**src/rtl/imt_defines.svh**
```systemverilog
`ifndef IMT_DEFINES_SVH
`define IMT_DEFINES_SVH
// APB byte offsets
`define IMT_OFS_CTRL 12'h000
`define IMT_OFS_MDC 12'h004
`define IMT_OFS_TRAP 12'h008
`define IMT_OFS_STAT 12'h00C
`define IMT_OFS_ISTAT 12'h010
`define IMT_OFS_ICLR 12'h014
`define IMT_OFS_IEN 12'h018
// Control register fields
`define IMT_CTRL_GIE 0
`define IMT_CTRL_MULTIPLY_IN_PROGRESS_FLAG 1
`define IMT_CTRL_LVL_LSB 4
`define IMT_CTRL_UPPER_LSB 8
// Trap flag fields
`define IMT_TRAP_NMI 0
`define IMT_TRAP_STACK_OVERFLOW_FLAG 1
`define IMT_TRAP_STACK_UNDERFLOW_FLAG 2
// Event bits
`define IMT_EV_TRAP 0
`define IMT_EV_INT 1
`define IMT_EV_MULDONE 2
// Values
`define IMT_MDC_RESTART 16'h0000
`define IMT_UPPER_BLOCK 8'hF0
`define IMT_LVL_MAX 4'hF
`define IMT_MUL_CYCLES 5'h10
`define IMT_TRAP_DELAY_MAX 2'h2
`endif

```
**src/rtl/imt_pkg.sv**
```systemverilog
package imt_pkg;
  typedef enum logic [1:0] {
    IMT_IDLE = 2'b00,
    IMT_MUL = 2'b01,
    IMT_SERVICE = 2'b10,
    IMT_TRAP = 2'b11
  } imt_mode_type;

  typedef struct packed {
    logic psel;
    logic penable;
    logic pwrite;
    logic [11:0] paddr;
    logic [31:0] pwdata;
  } imt_apb_req_type;

  typedef struct packed {
    logic pready;
    logic pslverr;
    logic [31:0] prdata;
  } imt_apb_rsp_type;

  typedef struct packed {
    logic instr_retire;
    logic mul_start;
    logic return_from_interrupt_instr;
    logic int_req;
    logic [3:0] int_level;
    logic pec_req;
    logic hw_trap_req;
  } imt_core_in_type;

  typedef struct packed {
    logic mul_active;
    logic mul_restart;
    logic mul_done;
    logic int_ack;
    logic pec_ack;
    logic trap_enter;
    logic [4:0] mul_step;
  } imt_core_out_type;

  typedef struct packed {
    imt_mode_type mode;
    logic gie;
    logic multiply_in_progress_flag;
    logic [3:0] level;
    logic [3:0] saved_level;
    logic [7:0] upper;
    logic [15:0] mdc;
    logic [2:0] trap_flags;
    logic [1:0] trap_wait;
    logic trap_pending;
    logic class_a;
    logic [2:0] istat;
    logic [2:0] global_interrupt_enable;
    logic irq;
    imt_apb_rsp_type rsp;
    imt_core_out_type out;
  } imt_state_type;
endpackage

```
**src/rtl/imt_trap_control.sv**
```systemverilog
`timescale 1ns/100ps
`include "imt_defines.svh"
// Behaviour
// - Interrupted multiply resumes from saved step and finishes after return
// - Flag clear with control word 0000h restarts multiply from first cycle
// - Upper status field F0h blocks interrupt acknowledge until software rewrites the field
// - Interrupt acknowledged enters service with global enable cleared
// - Peripheral event transfer during return never disturbs multiply state
// - Software setting NMI, overflow or underflow flag forces class A trap
// - Trap entered on the second retired instruction following flag set
// - At class A level no interrupt or hardware trap is taken
module imt_trap_control (
  input wire logic mclk,
  input wire logic rst,
  input wire imt_pkg::imt_apb_req_type apb_req,
  output imt_pkg::imt_apb_rsp_type apb_rsp,
  input wire imt_pkg::imt_core_in_type core_in,
  output imt_pkg::imt_core_out_type core_out,
  output logic irq
);
  import imt_pkg::*;

  imt_state_type state_reg, state_next;

  // Register read view; unmapped and write-only offsets read zero
  function automatic logic [31:0] read_mux(input imt_state_type s, input logic [11:0] a);
    logic [31:0] d;
    d = 32'h0000_0000;
    case (a)
      `IMT_OFS_CTRL: begin
        d[`IMT_CTRL_GIE] = s.gie;
        d[`IMT_CTRL_MULTIPLY_IN_PROGRESS_FLAG] = s.multiply_in_progress_flag;
        d[`IMT_CTRL_LVL_LSB +: 4] = s.level;
        d[`IMT_CTRL_UPPER_LSB +: 8] = s.upper;
      end
      `IMT_OFS_MDC: begin
        d[15:0] = s.mdc;
      end
      `IMT_OFS_TRAP: begin
        d[`IMT_TRAP_NMI] = s.trap_flags[`IMT_TRAP_NMI];
        d[`IMT_TRAP_STACK_OVERFLOW_FLAG] = s.trap_flags[`IMT_TRAP_STACK_OVERFLOW_FLAG];
        d[`IMT_TRAP_STACK_UNDERFLOW_FLAG] = s.trap_flags[`IMT_TRAP_STACK_UNDERFLOW_FLAG];
      end
      `IMT_OFS_STAT: begin
        d[0] = (s.mode == IMT_MUL);
        d[5:1] = s.out.mul_step;
        d[6] = s.trap_pending;
        d[7] = s.class_a;
      end
      `IMT_OFS_ISTAT: begin
        d[`IMT_EV_TRAP] = s.istat[`IMT_EV_TRAP];
        d[`IMT_EV_INT] = s.istat[`IMT_EV_INT];
        d[`IMT_EV_MULDONE] = s.istat[`IMT_EV_MULDONE];
      end
      `IMT_OFS_IEN: begin
        d[2:0] = s.global_interrupt_enable;
      end
      default: begin
        d = 32'h0000_0000;
      end
    endcase
    return d;
  endfunction

  function automatic logic mapped(input logic [11:0] a);
    logic hit;
    hit = 1'b0;
    case (a)
      `IMT_OFS_CTRL: hit = 1'b1;
      `IMT_OFS_MDC: hit = 1'b1;
      `IMT_OFS_TRAP: hit = 1'b1;
      `IMT_OFS_STAT: hit = 1'b1;
      `IMT_OFS_ISTAT: hit = 1'b1;
      `IMT_OFS_ICLR: hit = 1'b1;
      `IMT_OFS_IEN: hit = 1'b1;
      default: hit = 1'b0;
    endcase
    return hit;
  endfunction

  // Only a flag going from clear to set arms a trap
  function automatic logic new_flag(input logic [2:0] old_flags, input logic [2:0] wdata);
    logic armed;
    armed = |(wdata & ~old_flags);
    return armed;
  endfunction

  function automatic logic [15:0] step_after(input logic [15:0] count);
    logic [15:0] nxt_count;
    nxt_count = count + 16'h0001;
    return nxt_count;
  endfunction

  // Set beats clear when an event and a clear meet in one cycle
  function automatic logic [2:0] sticky(input logic [2:0] old_bits, input logic [2:0] clr, input logic [2:0] ev_bits);
    logic [2:0] b;
    b = old_bits & ~clr;
    b = b | ev_bits;
    return b;
  endfunction

  function automatic logic irq_level(input logic [2:0] bits, input logic [2:0] mask);
    logic lvl;
    lvl = |(bits & mask);
    return lvl;
  endfunction

  // Interrupts held off by global enable, upper field or class A level
  function automatic logic int_blocked(input imt_state_type cur, input imt_state_type nxt);
    logic b;
    b = 1'b0;
    if (!nxt.gie) begin
      b = 1'b1;
    end
    if (nxt.upper == `IMT_UPPER_BLOCK) begin
      b = 1'b1;
    end
    if (cur.class_a) begin
      b = 1'b1;
    end
    return b;
  endfunction

  // Interrupt must outrank the current level; a pending forced trap goes first
  function automatic logic int_wins(input imt_state_type cur, input imt_state_type nxt, input imt_core_in_type ci);
    logic w;
    w = 1'b0;
    if (ci.int_req && ci.int_level > nxt.level) begin
      w = !cur.trap_pending;
    end
    return w;
  endfunction

  function automatic logic hw_wins(input imt_state_type cur, input imt_core_in_type ci);
    logic w;
    w = 1'b0;
    if (ci.hw_trap_req && !cur.class_a) begin
      w = 1'b1;
    end
    return w;
  endfunction

  // Forced trap falls due on the second retired instruction after the flag write
  function automatic logic trap_due(input logic [1:0] waited, input logic retire);
    logic due;
    due = 1'b0;
    if (waited == `IMT_TRAP_DELAY_MAX) begin
      due = 1'b1;
    end
    if (waited != 2'h0 && retire) begin
      due = 1'b1;
    end
    return due;
  endfunction

  // Common entry into class A level, shared by forced and hardware traps
  function automatic imt_state_type enter_trap(input imt_state_type cur, input imt_state_type nxt);
    imt_state_type r;
    r = nxt;
    r.class_a = 1'b1;
    r.out.trap_enter = 1'b1;
    r.saved_level = cur.level;
    r.mode = IMT_TRAP;
    return r;
  endfunction

  // Return restores the level and resumes or restarts the multiply
  function automatic imt_state_type on_return(input imt_state_type cur, input imt_state_type nxt, input logic start);
    imt_state_type r;
    r = nxt;
    r.level = cur.saved_level;
    r.class_a = 1'b0;
    r.gie = 1'b1;
    if (r.multiply_in_progress_flag) begin
      r.mode = IMT_MUL;
      r.out.mul_step = r.mdc[4:0];
    end else begin
      r.mode = IMT_IDLE;
    end
    if (!r.multiply_in_progress_flag && r.mdc == `IMT_MDC_RESTART && start) begin
      r.mode = IMT_MUL;
      r.multiply_in_progress_flag = 1'b1;
      r.out.mul_restart = 1'b1;
      r.out.mul_step = 5'h00;
    end
    return r;
  endfunction

  function automatic imt_state_type start_mul(input imt_state_type nxt);
    imt_state_type r;
    r = nxt;
    r.mode = IMT_MUL;
    r.multiply_in_progress_flag = 1'b1;
    r.mdc = `IMT_MDC_RESTART;
    r.out.mul_step = 5'h00;
    return r;
  endfunction

  function automatic imt_state_type write_ctrl(input imt_state_type nxt, input logic [31:0] d);
    imt_state_type r;
    r = nxt;
    r.gie = d[`IMT_CTRL_GIE];
    r.multiply_in_progress_flag = d[`IMT_CTRL_MULTIPLY_IN_PROGRESS_FLAG];
    r.level = d[`IMT_CTRL_LVL_LSB +: 4];
    r.upper = d[`IMT_CTRL_UPPER_LSB +: 8];
    return r;
  endfunction

  always_comb begin
    logic wr;
    logic rd;
    logic block_int;
    logic take_int;
    logic take_hw;
    logic [2:0] ev;
    logic [15:0] step_next;
    logic [2:0] clr;
    wr = 1'b0;
    clr = 3'b000;
    rd = 1'b0;
    block_int = 1'b0;
    take_int = 1'b0;
    take_hw = 1'b0;
    ev = 3'b000;
    step_next = 16'h0000;
    state_next = state_reg;
    state_next.out.mul_done = 1'b0;
    state_next.out.int_ack = 1'b0;
    state_next.out.pec_ack = 1'b0;
    state_next.out.trap_enter = 1'b0;
    state_next.out.mul_restart = 1'b0;
    state_next.rsp.pready = 1'b0;
    state_next.rsp.pslverr = 1'b0;

    // One wait state: answer in the second cycle of the access phase
    if (apb_req.psel && apb_req.penable && !state_reg.rsp.pready) begin
      state_next.rsp.pready = 1'b1;
      state_next.rsp.pslverr = !mapped(apb_req.paddr);
      rd = !apb_req.pwrite;
      state_next.rsp.prdata = rd ? read_mux(state_reg, apb_req.paddr) : 32'h0000_0000;
    end
    // Write lands on the edge at which the master sees pready high
    wr = apb_req.psel && apb_req.penable && apb_req.pwrite && state_reg.rsp.pready && mapped(apb_req.paddr);

    if (wr) begin
      case (apb_req.paddr)
        `IMT_OFS_CTRL: state_next = write_ctrl(state_next, apb_req.pwdata);
        `IMT_OFS_MDC: state_next.mdc = apb_req.pwdata[15:0];
        `IMT_OFS_TRAP: begin
          // Software sets flags; pending trap counts from here
          if (new_flag(state_reg.trap_flags, apb_req.pwdata[2:0])) begin
            state_next.trap_pending = 1'b1;
            state_next.trap_wait = 2'h0;
          end
          state_next.trap_flags = apb_req.pwdata[2:0];
        end
        `IMT_OFS_IEN: state_next.global_interrupt_enable = apb_req.pwdata[2:0];
        default: state_next.global_interrupt_enable = state_reg.global_interrupt_enable;
      endcase
    end

    block_int = int_blocked(state_reg, state_next);
    take_int = int_wins(state_reg, state_next, core_in) && !block_int;
    take_hw = hw_wins(state_reg, core_in);

    // Peripheral transfers are acknowledged without stalling and touch no multiply state
    if (core_in.pec_req && !state_reg.out.pec_ack) begin
      state_next.out.pec_ack = 1'b1;
    end

    // Forced trap on the second retired instruction
    if (state_reg.trap_pending && !wr) begin
      if (core_in.instr_retire) begin
        state_next.trap_wait = state_reg.trap_wait + 2'h1;
      end
      if (trap_due(state_reg.trap_wait, core_in.instr_retire)) begin
        state_next.trap_pending = 1'b0;
        state_next = enter_trap(state_reg, state_next);
        ev[`IMT_EV_TRAP] = 1'b1;
      end
    end else if (take_hw) begin
      state_next = enter_trap(state_reg, state_next);
      ev[`IMT_EV_TRAP] = 1'b1;
    end else if (take_int) begin
      // Multiply state stays as is while serviced
      state_next.out.int_ack = 1'b1;
      state_next.saved_level = state_reg.level;
      state_next.level = core_in.int_level;
      state_next.gie = 1'b0;
      state_next.mode = IMT_SERVICE;
      ev[`IMT_EV_INT] = 1'b1;
    end else begin
      case (state_reg.mode)
        IMT_IDLE: begin
          if (core_in.mul_start) begin
            state_next = start_mul(state_next);
          end
        end
        IMT_MUL: begin
          step_next = step_after(state_reg.mdc);
          state_next.mdc = step_next;
          state_next.out.mul_step = step_next[4:0];
          if (step_next[4:0] == `IMT_MUL_CYCLES) begin
            state_next.mode = IMT_IDLE;
            state_next.multiply_in_progress_flag = 1'b0;
            state_next.mdc = `IMT_MDC_RESTART;
            state_next.out.mul_done = 1'b1;
            ev[`IMT_EV_MULDONE] = 1'b1;
          end
        end
        IMT_SERVICE, IMT_TRAP: begin
          if (core_in.return_from_interrupt_instr) begin
            state_next = on_return(state_reg, state_next, core_in.mul_start);
          end
        end
        default: state_next.mode = IMT_IDLE;
      endcase
    end

    state_next.out.mul_active = (state_next.mode == IMT_MUL);
    clr = (wr && apb_req.paddr == `IMT_OFS_ICLR) ? apb_req.pwdata[2:0] : 3'b000;
    state_next.istat = sticky(state_reg.istat, clr, ev);
    state_next.irq = irq_level(state_next.istat, state_next.global_interrupt_enable);
  end

  always_ff @(posedge mclk or posedge rst) begin
    if (rst) begin
      state_reg <= '0;
      state_reg.gie <= 1'b1;
    end else begin
      state_reg <= state_next;
    end
  end

  assign apb_rsp = state_reg.rsp;
  assign core_out = state_reg.out;
  assign irq = state_reg.irq;
endmodule

```
**config.mk**
```make
export PLATFORM = sky130hd
export DESIGN_NAME = imt_trap_control
export DESIGN_NICKNAME = d
export VERILOG_FILES = /design/src/rtl/imt_pkg.sv /design/src/rtl/imt_trap_control.sv
export VERILOG_INCLUDE_DIRS = /design/src /design/src/rtl
export SDC_FILE = /design/constraint.sdc
export NUM_CORES = 1
export LEC_CHECK = 0
export CAP_MARGIN = 25
export CORE_MARGIN = 10
export CORE_UTILIZATION = 40
export CTS_BUF_LIST = sky130_fd_sc_hd__clkbuf_4 sky130_fd_sc_hd__clkbuf_8
export DETAILED_ROUTE_END_ITERATION = 8
export DONT_BUFFER_PORTS = 1
export SKIP_CTS_REPAIR_TIMING = 1
export SLEW_MARGIN = 5
export SYNTH_ARGS = -nofsm -noshare
export SYNTH_HDL_FRONTEND = slang
export SYNTH_SLANG_ARGS = --single-unit
```
**constraint.sdc**
```tcl
create_clock -name mclk -period 8.71 [get_ports mclk]
set_input_delay 0.4355 -clock mclk [delete_from_list [all_inputs] [get_ports mclk]]
set_output_delay 0.4355 -clock mclk [all_outputs]
set_load 0.03 [all_outputs]
```
==> run metrics <==
status=finished clean; synth top area cells=dfrtp_1 (41%), buf_4 (7.3%), mux2_2 (6.4%); Final min period=3.965 ns; Synth-to-Final Area Change=1.141%; global-route wire length before repair=19.53 mm; P_int=712.9 µW; top-area cell type share of the netlist area=41.39%; Max Cap Viol=0; WL per Instance=21.27 µm; crit path max fanout=14; Slew HR=38.63%; vias in the first global route=3,392; Synth cell types=62; H-tree depth=3; min-delay worst type=in -> async; clk slew on worst S/H paths=0.08 ns; Detail Route Antenna Nets=0; Final Cycle Share=45.52%; switching share of power=37.34%; synth warn=0; Synth Register Bits=79; crit-path max cell delay=0.76 ns; combinational power share=30.2%; Starting Density=41.12%; worst-skew pair later-pin latency=0.37 ns; Post-synth EDFFs=0; crit-path cells=and4_1 > nand4_1 > nor4_4 > buf_4 > mux2_2 > ha_1 > nand4_1 > nand3_1 > a21oi_1 > o21ai_2 > a21oi_1 > a22o_1 > a21o_1; Setup Skew=0.01552 ns; # IOs=105; Clk pwr share=25.0%; residual DRC count=0; mapped cell area=4716 µm²; number of setup violations in the final report=0; unrepaired setup endpoints after global routing=no; antenna violations before repair=0; total global routing overflow=0; PortBufs=0; prevailing post-synth register cell=dfrtp_1; starting DRC count in detailed routing=253; Die Ht=128.6 µm; Layout Nets=507; FMAX=252.2 MHz; CP arrival=4.28 ns; Reg power frac=44.8%; pwr/cell area=238.5 nW/µm²; largest net degree at the start of global routing=80; CORE AREA=11,470 µm²; highest-count cells in the layout ignoring fill and taps=dfrtp_1 (78), nand2_1 (39), o21ai_0 (32), nor2_1 (30); VDD IR-drop max=89.86 µV; reg-to-reg slack, setup=4.75 ns; Largest register FFs=49; Fin. Hold Viols=0; Routed WL=12.57 mm; Post-Route Setup TNS=0 ns; cts bufs inserted=9; CP max-delay cell=a21oi_1; Critical Path RT=9.03 ns; Synth Instances=478; CTS Buffer Depth=2; CP Class=reg -> reg; commonest non-fill, non-tap cell in the layout=dfrtp_1; crit path capture type=flop; share of layout cells above drive strength 1=14.51%; 1st-pass router iterations=4; Total GRT Usage=15.10%; sequential area share after synthesis=41.95%; die area=16,530 µm²; CTS Sinks=79; GPL Wtd Cong=0.8684; Syn Area/Cell=9.866 µm²; switching pwr=424.8 µW; root buffer cell=clkbuf_8; Ant. Diodes=0; final hold slack=0.04746 ns; via count=3,496; CTS tree=built; vias per cell=5.915; Least-Margin Pin Slew=0.9205 ns; row count=39; post-synth top area cell=dfrtp_1; post-detail-place hpwl=9.418 mm; Slew Limit Fails=0; Die X=128.6 µm; Setup crit start kind=flop; Post-synth ARST share=100.0%; leak pwr=0.002089 µW
## power groups by stage
stage                     sequential, µW  combinational [µW]  clock [µW]
after global placement               513                 327           0
after CTS                            508                 337         290
after floorplan                      452                 343           0
after detailed placement             516                 335           0
after global routing                 517                 385         305
final                                510                 343         285
## Yosys cell counts, types with 8 or more instances
| cell | n |
|---|---|
| o21a_1 | 8 |
| mux2_2 | 27 |
| o21ai_0 | 32 |
| nor3_1 | 8 |
| nor2_1 | 30 |
| nand2_1 | 39 |
| mux2i_1 | 27 |
| nor4_1 | 8 |
| inv_1 | 13 |
| clkbuf_1 | 13 |
| buf_4 | 46 |
| a21oi_1 | 16 |
| dfrtp_1 | 78 |
| nand3_1 | 17 |
## critical path: cells and delay by family, from the launching register on
kind	cells	cell delay [ns]
buffers and inverters	1	0.31
DFF	1	0.53
muxes	1	0.38
adders and majority gates	1	0.27
AOI/OAI and AO/OA	5	1.53
and+or+nand+nor	5	0.90
## logic make-up (layout without fill, tap and decap cells)
logic type                 after synthesis  in the layout  synth area share, %
buffers and inverters                   78             33                10.11
xor gates and xnor gates                 3              3               0.5573
DFF                                     79             79                41.95
AOI/OAI and AO/OA                      112            112                16.42
muxes                                   56             56                13.13
and+or+nand+nor                        144            144                16.42
other                                    1             16              0.07952
adders and majority gates                5              5                1.327
## stage by stage
stage / util (%) / setup WS (ns) / cells / instance area (µm²) / total power, µW
5_1_grt: 41.59 / 4.387 / 591 / 4770 / 1207
6_report: 41.59 / 4.745 / 591 / 4770 / 1138
3_5_place_dp: 39.59 / 4.678 / 573 / 4539 / 850.7
3_3_place_gp: 39.59 / 4.749 / 573 / 4539 / 839.4
2_1_floorplan: - / 5.424 / 493 / 4772 / 795.2
4_1_cts: 41.35 / 4.697 / 589 / 4742 / 1135
## routing by layer
layer	GRT usage (%)	vias up	share of wire, %	wire [µm]
li1	-	1633	-	-
met1	19.22	1726	43	5372
met2	22.38	117	45	5682
met3	6.735	20	10	1265
met4	5.043	0	2.0	250
met5	0	-	0	0
## final timing paths
kind | to | startpoint | depth (start not counted)
hold reg to reg | state_reg[55]$_DFF_PP0_ | state_reg[55]$_DFF_PP0_ | 1
hold / removal | apb_rsp[9]$_DFFE_PP0P_ | rst | 2
min in group mclk | apb_rsp[2]$_DFFE_PP0P_ | apb_req[44] | 1
max in group asynchronous | state_reg[92]$_DFF_PP1_ | rst | 3
setup reg to reg | state_reg[65]$_DFF_PP0_ | apb_rsp[33]$_DFF_PP0_ | 13
setup / recovery | state_reg[65]$_DFF_PP0_ | apb_rsp[33]$_DFF_PP0_ | 13
## final cells by class
| type | instances | area [µm²] |
|---|---|---|
| Tap cell | 143 | 178.9 |
| Clock inverter | 3 | 42.54 |
| Inverter | 13 | 50.05 |
| Clock buffer | 13 | 160.2 |
| Fill cell | 1094 | 6698 |
| Sequential cell | 79 | 1978 |
| Multi-Input combinational cell | 336 | 2317 |
| Timing Repair Buffer | 4 | 42.54 |
Note: power is estimated with default switching activity, not from simulation.
